==> src/common/an_pkg.sv <==
// auto-negotiation control package: timing, register map, states
// assumes a single 50 MHz system clock
package an_pkg;
  localparam int CLK_HZ = 50_000_000;
  localparam int CYC_PER_US = CLK_HZ / 1_000_000;
  // link interval times in microseconds
  localparam int SGMII_TIMER_US = 1600;
  localparam int GBE_TIMER_US = 10000;
  localparam int SHORT_TIMER_US = 2;
  localparam int SGMII_TIMER_CYC = SGMII_TIMER_US * CYC_PER_US;
  localparam int GBE_TIMER_CYC = GBE_TIMER_US * CYC_PER_US;
  localparam int SHORT_TIMER_CYC = SHORT_TIMER_US * CYC_PER_US;
  localparam int TMR_W = 20;
  // register byte offsets
  localparam logic [7:0] OFS_CTRL = 8'h00;
  localparam logic [7:0] OFS_LOCAL = 8'h04;
  localparam logic [7:0] OFS_PARTNER = 8'h08;
  localparam logic [7:0] OFS_STATUS = 8'h0C;
  localparam logic [7:0] OFS_IRQ_STAT = 8'h10;
  localparam logic [7:0] OFS_IRQ_MASK = 8'h14;
  // control field positions
  localparam int CTRL_ENABLE = 0;
  localparam int CTRL_RESTART = 1;
  localparam int CTRL_SIDE = 2;
  localparam int CTRL_SHORT = 3;
  localparam int CTRL_GBE = 4;
  localparam logic [4:0] CTRL_RESET = 5'h01;
  localparam logic [15:0] LOCAL_RESET = 16'h0001;
  // status field positions
  localparam int STAT_PAGE = 4;
  localparam int STAT_DONE = 5;
  // interrupt bits
  localparam int IRQ_PAGE = 0;
  localparam int IRQ_LINK_UP = 1;
  localparam int IRQ_LINK_DOWN = 2;
  localparam int IRQ_RESTART = 3;
  localparam int IRQ_N = 4;
  // ability word details
  localparam logic [15:0] MAC_SIDE_WORD = 16'h4001;
  localparam int ACK_BIT = 14;
  localparam logic [1:0] RESP_OKAY = 2'h0;
  localparam logic [1:0] RESP_SLVERR = 2'h2;
  typedef enum logic [2:0] {
    ST_RESTART = 3'h0,
    ST_ABILITY = 3'h1,
    ST_ACK_DET = 3'h3,
    ST_COMPLETE_ACK = 3'h2,
    ST_IDLE_DET = 3'h6,
    ST_LINK_OK = 3'h7,
    ST_DISABLED = 3'h5
  } an_state_t;
endpackage

==> src/common/timer_if.sv <==
// carrier between negotiation control and its link interval timer
// assumes both ends share the system clock
`timescale 1ns/1ps
`default_nettype none
interface timer_if;
  logic start;
  logic short_mode;
  logic gbe_mode;
  logic expired;
  modport ctl (output start, output short_mode, output gbe_mode, input expired);
  modport tmr (input start, input short_mode, input gbe_mode, output expired);
endinterface
`default_nettype wire

==> src/hw/an_control.sv <==
// auto-negotiation control for a gigabit / SGMII coding sublayer
// assumes link-side inputs come from receive logic on the same clock
//
// Notes on behaviour
// - partner ability output shows received word
// - negotiation runs only while enable is high
// - restart request sends machine back to start
// - side select 0 is MAC, 1 is PHY
// - normal timer 1.6 ms SGMII, 10 ms 1000BASE-X
// - short timer setting gives 2 us interval
// - PHY side restarts on local ability change
// - idles after acknowledge, link-OK after timer
`timescale 1ns/1ps
`default_nettype none
module an_control #(
  parameter int SGMII_CYC = an_pkg::SGMII_TIMER_CYC,
  parameter int GBE_CYC = an_pkg::GBE_TIMER_CYC,
  parameter int SHORT_CYC = an_pkg::SHORT_TIMER_CYC
) (
  // clock and reset
  input wire logic SYS_CLK,
  input wire logic SYS_RST,
  // axi4-lite write address
  input wire logic [7:0] S_AXI_AWADDR,
  input wire logic S_AXI_AWVALID,
  output logic S_AXI_AWREADY,
  // axi4-lite write data
  input wire logic [31:0] S_AXI_WDATA,
  input wire logic [3:0] S_AXI_WSTRB,
  input wire logic S_AXI_WVALID,
  output logic S_AXI_WREADY,
  // axi4-lite write response
  output logic [1:0] S_AXI_BRESP,
  output logic S_AXI_BVALID,
  input wire logic S_AXI_BREADY,
  // axi4-lite read address
  input wire logic [7:0] S_AXI_ARADDR,
  input wire logic S_AXI_ARVALID,
  output logic S_AXI_ARREADY,
  // axi4-lite read data
  output logic [31:0] S_AXI_RDATA,
  output logic [1:0] S_AXI_RRESP,
  output logic S_AXI_RVALID,
  input wire logic S_AXI_RREADY,
  // receive side of the link
  input wire logic RX_CFG_VALID,
  input wire logic [15:0] RX_CFG_WORD,
  input wire logic RX_IDLE,
  input wire logic SYNC_OK,
  // transmit side of the link
  output logic TX_CFG_SEND,
  output logic [15:0] TX_CFG_WORD,
  output logic TX_IDLE_SEND,
  // status
  output logic [15:0] PARTNER_ABILITY_WORD,
  output logic PAGE_RECEIVED_FLAG,
  output logic NEGOTIATION_DONE_FLAG,
  output logic IRQ
);
  import an_pkg::*;

  ////////////////////////////////////////////////////////////////////
  // registers and state

  logic negotiation_enable;
  logic negotiation_restart_request;
  logic side_phy;
  logic short_timer;
  logic gbe_mode;
  logic [15:0] local_ability_word;
  logic [15:0] partner_ability_word;
  logic [15:0] last_local;
  logic [IRQ_N-1:0] irq_stat;
  logic [IRQ_N-1:0] irq_mask;
  logic [IRQ_N-1:0] irq_event;
  an_state_t state;
  an_state_t next_state;
  logic timer_start;
  logic restart_event;
  logic ability_change;

  // axi holding registers
  logic aw_held;
  logic w_held;
  logic [7:0] aw_addr;
  logic [31:0] w_data;
  logic [3:0] w_strb;
  logic wr_fire;
  logic [31:0] wr_merge;
  logic [31:0] rd_word;
  logic rd_hit;

  timer_if tif ();

  link_timer #(
    .SGMII_CYC(SGMII_CYC),
    .GBE_CYC(GBE_CYC),
    .SHORT_CYC(SHORT_CYC)
  ) u_timer (
    .clk(SYS_CLK),
    .rst(SYS_RST),
    .tif(tif)
  );

  // timer length follows the mode bits
  assign tif.start = timer_start;
  assign tif.short_mode = short_timer;
  assign tif.gbe_mode = gbe_mode;

  ////////////////////////////////////////////////////////////////////
  // axi4-lite write channel

  assign S_AXI_AWREADY = !aw_held;
  assign S_AXI_WREADY = !w_held;
  assign wr_fire = aw_held && w_held && !S_AXI_BVALID;

  // address and data taken in either order
  always_ff @(posedge SYS_CLK or posedge SYS_RST) begin
    if (SYS_RST) begin
      aw_held <= 1'b0;
      w_held <= 1'b0;
      aw_addr <= 8'h00;
      w_data <= 32'h0000_0000;
      w_strb <= 4'h0;
    end else begin
      if (S_AXI_AWVALID && !aw_held) begin
        aw_held <= 1'b1;
        aw_addr <= S_AXI_AWADDR;
      end else if (wr_fire) begin
        aw_held <= 1'b0;
      end
      if (S_AXI_WVALID && !w_held) begin
        w_held <= 1'b1;
        w_data <= S_AXI_WDATA;
        w_strb <= S_AXI_WSTRB;
      end else if (wr_fire) begin
        w_held <= 1'b0;
      end
    end
  end

  // response after both halves are in
  always_ff @(posedge SYS_CLK or posedge SYS_RST) begin
    if (SYS_RST) begin
      S_AXI_BVALID <= 1'b0;
      S_AXI_BRESP <= RESP_OKAY;
    end else if (wr_fire) begin
      S_AXI_BVALID <= 1'b1;
      S_AXI_BRESP <= (aw_addr <= OFS_IRQ_MASK && aw_addr[1:0] == 2'h0) ?
                     RESP_OKAY : RESP_SLVERR;
    end else if (S_AXI_BREADY) begin
      S_AXI_BVALID <= 1'b0;
    end
  end

  // byte lanes merged over the current register value
  always_comb begin
    unique case (aw_addr)
      OFS_CTRL: wr_merge = {27'h0, gbe_mode, short_timer, side_phy, 1'b0,
                            negotiation_enable};
      OFS_LOCAL: wr_merge = {16'h0, local_ability_word};
      OFS_IRQ_MASK: wr_merge = {28'h0, irq_mask};
      default: wr_merge = 32'h0000_0000;
    endcase
    for (int i = 0; i < 4; i++) begin
      if (w_strb[i]) begin
        wr_merge[8*i +: 8] = w_data[8*i +: 8];
      end
    end
  end

  // software-written control
  always_ff @(posedge SYS_CLK or posedge SYS_RST) begin
    if (SYS_RST) begin
      {gbe_mode, short_timer, side_phy} <= CTRL_RESET[4:2];
      negotiation_enable <= CTRL_RESET[CTRL_ENABLE];
      negotiation_restart_request <= 1'b0;
      local_ability_word <= LOCAL_RESET;
      irq_mask <= '0;
    end else begin
      negotiation_restart_request <= 1'b0;
      if (wr_fire) begin
        unique case (aw_addr)
          OFS_CTRL: begin
            negotiation_enable <= wr_merge[CTRL_ENABLE];
            negotiation_restart_request <= wr_merge[CTRL_RESTART];
            side_phy <= wr_merge[CTRL_SIDE];
            short_timer <= wr_merge[CTRL_SHORT];
            gbe_mode <= wr_merge[CTRL_GBE];
          end
          OFS_LOCAL: local_ability_word <= wr_merge[15:0];
          OFS_IRQ_MASK: irq_mask <= wr_merge[IRQ_N-1:0];
          default: ;
        endcase
      end
    end
  end

  ////////////////////////////////////////////////////////////////////
  // axi4-lite read channel

  assign S_AXI_ARREADY = !S_AXI_RVALID;

  // read decode
  always_comb begin
    rd_hit = 1'b1;
    unique case (S_AXI_ARADDR)
      OFS_CTRL: rd_word = {27'h0, gbe_mode, short_timer, side_phy, 1'b0,
                           negotiation_enable};
      OFS_LOCAL: rd_word = {16'h0, local_ability_word};
      OFS_PARTNER: rd_word = {16'h0, partner_ability_word};
      OFS_STATUS: rd_word = {26'h0, NEGOTIATION_DONE_FLAG, PAGE_RECEIVED_FLAG,
                             1'b0, state};
      OFS_IRQ_STAT: rd_word = {28'h0, irq_stat};
      OFS_IRQ_MASK: rd_word = {28'h0, irq_mask};
      default: begin
        rd_word = 32'h0000_0000;
        rd_hit = 1'b0;
      end
    endcase
  end

  // read answer held until taken
  always_ff @(posedge SYS_CLK or posedge SYS_RST) begin
    if (SYS_RST) begin
      S_AXI_RVALID <= 1'b0;
      S_AXI_RDATA <= 32'h0000_0000;
      S_AXI_RRESP <= RESP_OKAY;
    end else if (S_AXI_ARVALID && !S_AXI_RVALID) begin
      S_AXI_RVALID <= 1'b1;
      S_AXI_RDATA <= rd_word;
      S_AXI_RRESP <= rd_hit ? RESP_OKAY : RESP_SLVERR;
    end else if (S_AXI_RREADY) begin
      S_AXI_RVALID <= 1'b0;
    end
  end

  ////////////////////////////////////////////////////////////////////
  // negotiation state machine

  // phy side watches its own advertised word
  assign ability_change = side_phy && (local_ability_word != last_local);
  assign restart_event = negotiation_restart_request || !SYNC_OK ||
                         ability_change;

  // next state
  always_comb begin
    next_state = state;
    timer_start = 1'b0;
    if (!negotiation_enable) begin
      next_state = ST_DISABLED;
    end else if (restart_event) begin
      next_state = ST_RESTART;
      timer_start = 1'b1;
    end else begin
      unique case (state)
        ST_DISABLED: begin
          next_state = ST_RESTART;
          timer_start = 1'b1;
        end
        ST_RESTART: begin
          if (tif.expired) begin
            next_state = ST_ABILITY;
          end
        end
        ST_ABILITY: begin
          if (RX_CFG_VALID && RX_CFG_WORD != 16'h0000) begin
            next_state = ST_ACK_DET;
          end
        end
        ST_ACK_DET: begin
          if (RX_CFG_VALID && RX_CFG_WORD[ACK_BIT]) begin
            next_state = ST_COMPLETE_ACK;
            timer_start = 1'b1;
          end
        end
        ST_COMPLETE_ACK: begin
          if (tif.expired) begin
            next_state = ST_IDLE_DET;
            timer_start = 1'b1;
          end
        end
        ST_IDLE_DET: begin
          if (RX_CFG_VALID && RX_CFG_WORD == 16'h0000) begin
            next_state = ST_RESTART;
            timer_start = 1'b1;
          end else if (tif.expired && RX_IDLE) begin
            next_state = ST_LINK_OK;
          end
        end
        ST_LINK_OK: begin
          if (RX_CFG_VALID) begin
            next_state = ST_RESTART;
            timer_start = 1'b1;
          end
        end
        default: begin
          next_state = ST_RESTART;
          timer_start = 1'b1;
        end
      endcase
    end
  end

  // state register
  always_ff @(posedge SYS_CLK or posedge SYS_RST) begin
    if (SYS_RST) begin
      state <= ST_DISABLED;
    end else begin
      state <= next_state;
    end
  end

  // snapshot of the advertised word for change detection
  always_ff @(posedge SYS_CLK or posedge SYS_RST) begin
    if (SYS_RST) begin
      last_local <= LOCAL_RESET;
    end else begin
      last_local <= local_ability_word;
    end
  end

  // partner word captured on each page received in ability or acknowledge detect
  always_ff @(posedge SYS_CLK or posedge SYS_RST) begin
    if (SYS_RST) begin
      partner_ability_word <= 16'h0000;
    end else if (RX_CFG_VALID &&
                 (state == ST_ABILITY || state == ST_ACK_DET)) begin
      partner_ability_word <= RX_CFG_WORD;
    end
  end

  assign PARTNER_ABILITY_WORD = partner_ability_word;

  ////////////////////////////////////////////////////////////////////
  // transmit selection and status flags

  // config word: zero in restart and disabled, fixed on mac side in SGMII mode, advertised word otherwise
  always_ff @(posedge SYS_CLK or posedge SYS_RST) begin
    if (SYS_RST) begin
      TX_CFG_SEND <= 1'b0;
      TX_IDLE_SEND <= 1'b0;
      TX_CFG_WORD <= 16'h0000;
    end else begin
      TX_CFG_SEND <= (next_state == ST_RESTART) || (next_state == ST_ABILITY) ||
                     (next_state == ST_ACK_DET) || (next_state == ST_COMPLETE_ACK);
      TX_IDLE_SEND <= (next_state == ST_IDLE_DET) || (next_state == ST_LINK_OK) ||
                      (next_state == ST_DISABLED);
      if (next_state == ST_RESTART || next_state == ST_DISABLED) begin
        TX_CFG_WORD <= 16'h0000;
      end else if (!side_phy && !gbe_mode) begin
        TX_CFG_WORD <= MAC_SIDE_WORD;
      end else begin
        TX_CFG_WORD <= local_ability_word;
        TX_CFG_WORD[ACK_BIT] <= (next_state == ST_ACK_DET) ||
                                (next_state == ST_COMPLETE_ACK);
      end
    end
  end

  // flags follow the state directly
  assign PAGE_RECEIVED_FLAG = (state == ST_COMPLETE_ACK);
  assign NEGOTIATION_DONE_FLAG = (state == ST_LINK_OK);

  ////////////////////////////////////////////////////////////////////
  // interrupts

  // events on state entry and exit, restart on any restart cause while enabled
  always_comb begin
    irq_event = '0;
    irq_event[IRQ_PAGE] = (next_state == ST_COMPLETE_ACK) &&
                          (state != ST_COMPLETE_ACK);
    irq_event[IRQ_LINK_UP] = (next_state == ST_LINK_OK) && (state != ST_LINK_OK);
    irq_event[IRQ_LINK_DOWN] = (state == ST_LINK_OK) && (next_state != ST_LINK_OK);
    irq_event[IRQ_RESTART] = negotiation_enable && restart_event;
  end

  // sticky status, write one to clear, set wins
  always_ff @(posedge SYS_CLK or posedge SYS_RST) begin
    if (SYS_RST) begin
      irq_stat <= '0;
    end else if (wr_fire && aw_addr == OFS_IRQ_STAT) begin
      irq_stat <= (irq_stat & ~(wr_merge[IRQ_N-1:0])) | irq_event;
    end else begin
      irq_stat <= irq_stat | irq_event;
    end
  end

  assign IRQ = |(irq_stat & irq_mask);
endmodule
`default_nettype wire

==> src/hw/link_timer.sv <==
// link interval timer, restartable, with a selectable length
// assumes start is a one-cycle pulse on the system clock
`timescale 1ns/1ps
`default_nettype none
module link_timer #(
  parameter int SGMII_CYC = an_pkg::SGMII_TIMER_CYC,
  parameter int GBE_CYC = an_pkg::GBE_TIMER_CYC,
  parameter int SHORT_CYC = an_pkg::SHORT_TIMER_CYC
) (
  // clock and reset
  input wire logic clk,
  input wire logic rst,
  // control side
  timer_if.tmr tif
);
  import an_pkg::*;
  logic [TMR_W-1:0] count;
  logic [TMR_W-1:0] length;
  logic running;
  logic done;

  if (SGMII_CYC < 1 || GBE_CYC < 1 || SHORT_CYC < 1 || SHORT_CYC >= (1 << TMR_W) ||
      SGMII_CYC >= (1 << TMR_W) || GBE_CYC >= (1 << TMR_W)) begin : g_chk
    $error("link timer length out of range");
  end

  // selected interval length
  always_comb begin
    if (tif.short_mode) begin
      length = TMR_W'(SHORT_CYC);
    end else if (tif.gbe_mode) begin
      length = TMR_W'(GBE_CYC);
    end else begin
      length = TMR_W'(SGMII_CYC);
    end
  end

  // count down, expiry held until the next start
  always_ff @(posedge clk or posedge rst) begin
    if (rst) begin
      count <= '0;
      running <= 1'b0;
      done <= 1'b0;
    end else if (tif.start) begin
      count <= length - TMR_W'(1);
      running <= 1'b1;
      done <= 1'b0;
    end else if (running) begin
      if (count == '0) begin
        running <= 1'b0;
        done <= 1'b1;
      end else begin
        count <= count - TMR_W'(1);
      end
    end
  end

  assign tif.expired = done;
endmodule
`default_nettype wire

==> config.mk <==
export PLATFORM = sky130hd
export DESIGN_NAME = an_control
export DESIGN_NICKNAME = d
export VERILOG_FILES = /design/src/common/an_pkg.sv /design/src/common/timer_if.sv /design/src/hw/an_control.sv /design/src/hw/link_timer.sv
export SDC_FILE = /design/constraint.sdc
export NUM_CORES = 1
export LEC_CHECK = 0
export ABC_CLOCK_PERIOD_IN_PS = 5600
export BUFFER_PORTS_ARGS = -buffer_cell sky130_fd_sc_hd__clkbuf_2
export CAP_MARGIN = 40
export CORE_UTILIZATION = 54
export DETAILED_ROUTE_END_ITERATION = 10
export GPL_ROUTABILITY_DRIVEN = 1
export PLACE_DENSITY = 0.82
export SYNTH_ARGS = -nofsm -noshare
export SYNTH_HDL_FRONTEND = slang
export SYNTH_HIERARCHICAL = 1
export SYNTH_SLANG_ARGS = --single-unit
==> constraint.sdc <==
create_clock -name SYS_CLK -period 5.6 [get_ports SYS_CLK]
set_input_delay 1.12 -clock SYS_CLK [delete_from_list [all_inputs] [get_ports SYS_CLK]]
set_output_delay 1.12 -clock SYS_CLK [all_outputs]
set_load 0.1 [all_outputs]
==> results of run 1 <==
## power groups by stage
stage	Sequential (mW)	Clock [mW]	Combinational (mW)
3_3_place_gp	1.76	0	1.70
4_1_cts	1.77	1.24	1.78
2_1_floorplan	2.07	0	1.08
6_report	1.78	1.23	1.78
5_1_grt	1.82	1.29	1.90
3_5_place_dp	1.79	0	1.76
## routing by layer
metal	up-vias	global-route usage, %	wire (microns)
met4	0	12.5	367
li1	2473	-	-
met3	34	6.33	1270
met5	-	0	0
met2	273	42.8	8200
met1	2653	33.6	7200
## registers in the layout, indices dropped and copies added, names as in the netlist, 2 cells and up
| name | flops |
|---|---|
| PARTNER_ABILITY_WORD | 16 |
| S_AXI_RDATA | 16 |
| TX_CFG_WORD | 16 |
| aw_addr | 8 |
| irq_mask | 4 |
| irq_stat | 4 |
| last_local | 16 |
| local_ability_word | 16 |
| state | 3 |
| u_timer/count | 20 |
| w_data | 16 |
| w_strb | 2 |
## stage by stage
| stage | power (mW) | utilization, % | instances |
|---|---|---|---|
| floorplan | 3.15 | - | 639 |
| global placement | 3.47 | 60.8 | 889 |
| detailed placement | 3.55 | 61.1 | 892 |
| CTS | 4.79 | 66.1 | 924 |
| global route | 5.02 | 66.1 | 924 |
| finish | 4.79 | 66.1 | 924 |
## worst min path at each step
stage / startpoint / end / slack (ns) / cells after the start
floorplan: local_ability_word[0] / last_local[0] / 0.38 / 0
global placement: local_ability_word[0] / last_local[0] / 0.42 / 0
detailed placement: local_ability_word[0] / last_local[0] / 0.42 / 0
CTS: local_ability_word[0] / last_local[0] / 0.43 / 0
global route: local_ability_word[0] / last_local[0] / 0.44 / 0
finish: local_ability_word[0] / last_local[0] / 0.43 / 0
## cell usage in the layout (no fill, tap or decap), types with 3 or more instances in the layout
| cell type | count |
|---|---|
| clkbuf_2 | 119 |
| nor2_1 | 24 |
| inv_6 | 3 |
| clkbuf_16 | 17 |
| nor2b_1 | 7 |
| mux2i_1 | 7 |
| a21oi_1 | 27 |
| or4_1 | 6 |
| or4_4 | 5 |
| mux2_2 | 61 |
| or2_2 | 4 |
| nand4_1 | 5 |
| o31a_1 | 7 |
| a21o_1 | 4 |
| a22oi_1 | 15 |
| conb_1 | 18 |
| a22o_1 | 3 |
| dfstp_2 | 5 |
| nand2b_1 | 3 |
| inv_1 | 14 |
| nand2_1 | 50 |
| o21ai_2 | 5 |
| bufinv_16 | 4 |
| o21ai_0 | 36 |
| nor4_1 | 11 |
| or3_1 | 11 |
| nand3b_1 | 3 |
| nor4b_1 | 15 |
| xnor2_1 | 20 |
| nor3_1 | 11 |
| o31ai_1 | 3 |
| nand3_1 | 8 |
| buf_4 | 8 |
| o21a_1 | 5 |
| dfrtp_1 | 147 |
| a31oi_1 | 7 |
## logic make-up after synthesis
kind of cell	count (synthesis)	share of synthesized area, %
mux	69	11.0
buf+inv	62	4.54
simple gates	184	15.3
compound gates	131	12.3
xor+xnor	22	2.72
fa+ha+maj	1	0.177
flops	152	53.8
other cells	1	0.0530
## worst register-to-register path, delay by kind of cell, from the launching register on
kind | cells | cell delay [ns]
xor gates and xnor gates | 1 | 0.14
AOI/OAI and AO/OA | 4 | 1.34
buffers and inverters | 1 | 0.20
DFF | 1 | 0.63
and+or+nand+nor | 5 | 1.78
## layout make-up
class,instances,area (sq um)
Fill cell,937,4310
Sequential cell,152,3810
Multi-Input combinational cell,425,3010
Timing Repair Buffer,128,676
Clock buffer,20,447
Tap cell,172,215
Clock inverter,12,190
Inverter,15,58.8
==> flow_summary.ini, run 1 <==
[status]
status = complete, no violations

[synth]
synth_cells = 622
syn_area_sq_mm = 0.00708
yosysSeqAreaShare_pct = 53.8
ys_seq_elements = 152
ys_async_sr_fraction_pct = 100
synth_ff_type = dfrtp_1
syn_avg_cell_area_sq_um = 11.4
yosysTopAreaCell = dfrtp_1
synth_top_area_share_pct = 52.0
synth_cell_type_count = 69
synthTopCellsByArea = dfrtp_1, mux2_2, nand2_1, o21ai_0, xnor2_1
synthTopCellsByCount = dfrtp_1, mux2_2, nand2_1
yosysMostFrequentCell = dfrtp_1
synth_edf_count = 0
yosys_warnings = 6

[worst_setup_path]
timing.critical_path.buf_inv = 1
critPathTopFamily = simple AND/OR/NAND/NOR gates
timing.rr.start = local_ability_word[0]
startpoint = local_ability_word[0]
cpMostUsedCell = o31a_1
cp_cell_sequence = xnor2_1, nand4_1, o41ai_2, nand4b_1, o21a_1, buf_4, nor4_1, nand2_1, or4_4, o31a_1, o31a_1
cpMaxStageDelayCell = dfstp_2
path_class = reg2reg
worstPathRequired_ns = 5.91
crit_end = u_timer/count[18]
reg2reg_to = u_timer/count[18]
reg2regPathDepth = 11
end_kind = flip-flop
crit_fanout = 21
start_kind = flip-flop
cp.depth = 11
arrival_ns = 4.51
cp_slowest_stage_delay_ns = 0.63
r2r_slack_ns = 1.40

[power]
combinationalPowerShare_pct = 37.1
powerDensity_mw_per_mm2 = 569
p_leak_nw = 3.83
pwr-share-seq_pct = 37.2
p_sw_share_pct = 42.7
clkPwrFrac_pct = 25.7
internal_power_mw = 2.74
peakVddDrop_mv = 0.433
switchingPower_mw = 2.05

[floorplanning]
die_w_microns = 116
initial_core_util_pct = 55.6
core-area_sq_mm = 0.0127
pin_count = 156
fp.dieH_microns = 116
die_area_sq_mm = 0.0136
core.rowCount = 41

[route]
finalWirelength_microns = 17000
dr.pass1.iters = 5
drc = 0
drt_iter0_drc = 549
wl_per_cell_microns = 18.4
dr_total_vias = 5433
ant_nets = 0
vias_per_cell = 5.88

[clock_network]
clock_latency_ns = 0.42
hold_buffers = 0
cts.sinks = 152
cts_setup_buffers = 0
htree_num_levels = 4
root_buffer = clkbuf_16
cts_resized = 0
cts_buffers = 17
clockBufferDepth = 2
path_clk_slew_ns = 0.06
cts_tree = yes

[finish]
areaGrowthSynthToFinish_pct = 18.8
final_area_sq_mm = 0.00841
nets = 818
drive_gt1_share_pct = 33.9
n_antenna_cell = 0

[place]
placed_area_sq_mm = 0.00777
dp_hpwl_microns = 12000
gp_congestion = 0.893
dp_slack_ns = 1.22
io_buffers = 119

[global_route]
grt_pass1_wl_microns = 27000
gr-total-overflow = 0
antenna_found_initial = 0
grt_max_degree = 45
gr-usage-all-layers_pct = 26.5
first_global_vias = 5302

[hold_path]
min_path_type = reg2reg

[timing]
rsz0062_at_grt = no
fin_ws_ns = 1.40
clock.fmax_ghz = 0.238
tightest_slew_ns = 0.833
maxSlewHeadroom_pct = 44.4
fin_skew_ns = 0.00760
finalCritPeriodShare_pct = 75.0
setup-tns-final_ns = 0
hold_slack_ns = 0.434
period_needed_ns = 4.20
hold_viol_final = 0
finalSetupViolCount = 0
slew_viol_final = 0

[job]
drv_cap = 0
No activity file was read; power rests on OpenSTA's default activity.
==> run 2: changes to the inputs <==
ABC_AREA = 1   (was unset)
ABC_CLOCK_PERIOD_IN_PS = 4100   (was 5600)
CORE_UTILIZATION = 55   (was 54)
PLACE_DENSITY = 0.83   (was 0.82)
clock period = 4.1 ns   (was 5.6 ns; I/O delays follow)
==> run 2 against run 1 <==
  * Synthesized cell count rose by 54%
  * Wire length rose by 9.6%
  * Critical path depth grew 9
  * Power is 8.3% higher
  * First-iteration DRC count increased by 23%
  * Final cell count grew 37%
  * Non-clock buffer count is 4 lower
  * Critical path type unchanged
  * Largest power group unchanged
==> flow_summary.ini, run 2 <==
[hold_path]
min_delay_path_depth = 0
min_to = last_local[0]
min_path_type = reg2reg
min-delay-start = local_ability_word[0]

[place]
gp_congestion = 0.925
io_buffers = 119
place_inst = 1233
dp_hpwl_microns = 13300

[clock_network]
cts_setup_buffers = 0
path_clk_slew_ns = 0.06
clock_latency_ns = 0.42
cts_buffers = 17
hold_buffers = 0
cts_resized = 0
clockBufferDepth = 2
cts_tree = yes
htree_num_levels = 4
cts.sinks = 152
root_buffer = clkbuf_16

[route]
drt_iter0_drc = 678
wl_per_cell_microns = 14.8
ant_nets = 0
dr_total_vias = 6760
vias_per_cell = 5.34
dr.pass1.iters = 5
finalWirelength_microns = 18700
drc = 0

[synth]
yosysTopAreaCell = dfrtp_1
synth_cell_type_count = 49
yosysMostFrequentCell = nand2_1
syn_avg_cell_area_sq_um = 8.00
syn_area_sq_mm = 0.00766
synthMuxAreaShare_pct = 2.79
synthTopCellsByCount = nand2_1, dfrtp_1, inv_1
ys_async_sr_fraction_pct = 100
synth_compound_area_share_pct = 9.54
synthTopCellsByArea = dfrtp_1, nand2_1, inv_1, nor2_1, o21ai_0
synth_xor_area_share_pct = 0.457
synth_top_family_by_area = simple AND/OR/NAND/NOR gates
synthSimpleGateAreaFrac_pct = 27.2
synth_ff_type = dfrtp_1
yosys_warnings = 6
synth_edf_count = 0
yosysSeqAreaShare_pct = 49.7
ys_seq_elements = 152
synth_top_area_share_pct = 48.0
synthAdderAreaFrac_pct = 0.163
synth_cells = 957

[timing]
slew_viol_final = 0
setup-tns-final_ns = 0
finalSetupViolCount = 0
rsz0062_at_grt = no
hold_slack_ns = 0.388
maxSlewHeadroom_pct = 39.9
tightest_slew_ns = 0.899
fin_skew_ns = 0.00721
clock.fmax_ghz = 0.299
finalCritPeriodShare_pct = 81.5
period_needed_ns = 3.34
hold_viol_final = 0

[floorplanning]
initial_core_util_pct = 57.2
core-area_sq_mm = 0.0134
die_w_microns = 120
fp.dieH_microns = 120
pin_count = 156
core.rowCount = 42
die_area_sq_mm = 0.0144

[power]
p_total_mw = 5.18
powerDensity_mw_per_mm2 = 582
peakVddDrop_mv = 0.455
p_leak_nw = 4.66

[worst_setup_path]
reg2regPathDepth = 20
timing.rr.start = state[0]
crit_fanout = 29
reg2reg_to = u_timer/count[18]
cp_slowest_stage_delay_ns = 0.57
cp_cell_sequence = inv_1, nor2_2, nand2_2, inv_2, nand2_1, o2111ai_1, a21oi_1, a21oi_1, buf_4, inv_6, nand2_1, ha_1, inv_1, nor2_8, nand3_4, nor2_4, nand3_1, nand2_1, nand3_1, nand2_1
path_class = reg2reg
end_kind = flip-flop
arrival_ns = 3.70
worstPathRequired_ns = 4.46
r2r_slack_ns = 0.76
cpMostUsedCell = nand2_1
start_kind = flip-flop
cpMaxStageDelayCell = dfstp_2

[finish]
areaGrowthSynthToFinish_pct = 16.3
drive_gt1_share_pct = 21.8
n_antenna_cell = 0
layout_common_cells = nand2_1, dfrtp_1, clkbuf_2
multiInputGateArea_sq_mm = 0.00315
regMostFlops = u_timer/count
mostFrequentLayoutCell = nand2_1
nFillCells = 1072
final_util_pct = 66.5
nets = 1155
fin_cells = 1265
largest_reg_flops = 20
seq_area_sq_mm = 0.00381

[global_route]
first_global_vias = 6336
antenna_found_initial = 0
gr-usage-all-layers_pct = 27.6
grt_max_degree = 69
gr-total-overflow = 0
grt_pass1_wl_microns = 30600

[status]
status = complete, no violations

[job]
drv_cap = 0
run 2: changes by cell type in the layout (fill, tap and decap cells not counted), moves of 11 or more:
cell	delta
nand2_1	+255
inv_1	+101
nor2_1	+54
mux2_2	-42
nand3_1	+38
o21ai_0	+21
xnor2_1	-20
a22oi_1	-15
nor4b_1	-15
inv_2	+14
or3_1	-11
run 2: routing by layer:
layer / global-route usage (%) / vias to the layer above / wire, microns
li1: - / 3232 / -
met1: 37.6 / 3175 / 8110
met2: 42.7 / 319 / 8630
met3: 6.94 / 34 / 1540
met4: 9.77 / 0 / 391
met5: 0 / - / 0
run 2: kinds of logic after synthesis:
kind of cell,Yosys count
adders and majority gates,1
AOI/OAI and AO/OA,125
xor gates and xnor gates,4
muxes,19
other,1
DFF,152
and+or+nand+nor,483
buffers and inverters,172
run 2: through the flow:
stage / setup slack, ns / instance area, sq um
3_5_place_dp: 0.543 / 8340
6_report: 0.757 / 8910
4_1_cts: 0.763 / 8910
3_3_place_gp: 0.632 / 8310
2_1_floorplan: 0.189 / 7730
5_1_grt: 0.413 / 8910
run 2: worst max path at each step:
stage                  from                end  slack (ns)  cells after the start
3_3_place_gp   RX_CFG_VALID  u_timer/count[18]        0.63                     18
2_1_floorplan      state[2]  u_timer/count[18]        0.19                     20
6_report           state[0]  u_timer/count[18]        0.76                     20
4_1_cts            state[0]  u_timer/count[18]        0.76                     20
5_1_grt            state[0]  u_timer/count[18]        0.41                     20
3_5_place_dp   RX_CFG_VALID  u_timer/count[18]        0.54                     18
run 2: layout make-up:
class                      count  share of cell area (%)
sequential                   152                    42.8
multi-input combinational    650                    35.3
timing repair buffer         124                    7.41
inverter                     131                    5.62
clock buffer                  20                    5.01
tap                          176                    2.47
clock inverter                12                    1.42
run 2: worst max-delay path: cells and delay by family (launching register included):
family	cells	cell delay, ns
simple gates	11	1.38
buf+inv	5	0.76
flops	1	0.57
compound gates	3	0.38
fa+ha+maj	1	0.16
run 2: where the power goes:
group	total [mW]	switching [mW]	leakage (nW)	internal (mW)
combinational	1.68	1.19	2.43	0.489
sequential	1.97	0.190	1.95	1.78
clock	1.53	0.618	0.280	0.909
total	5.18	2.00	4.66	3.18
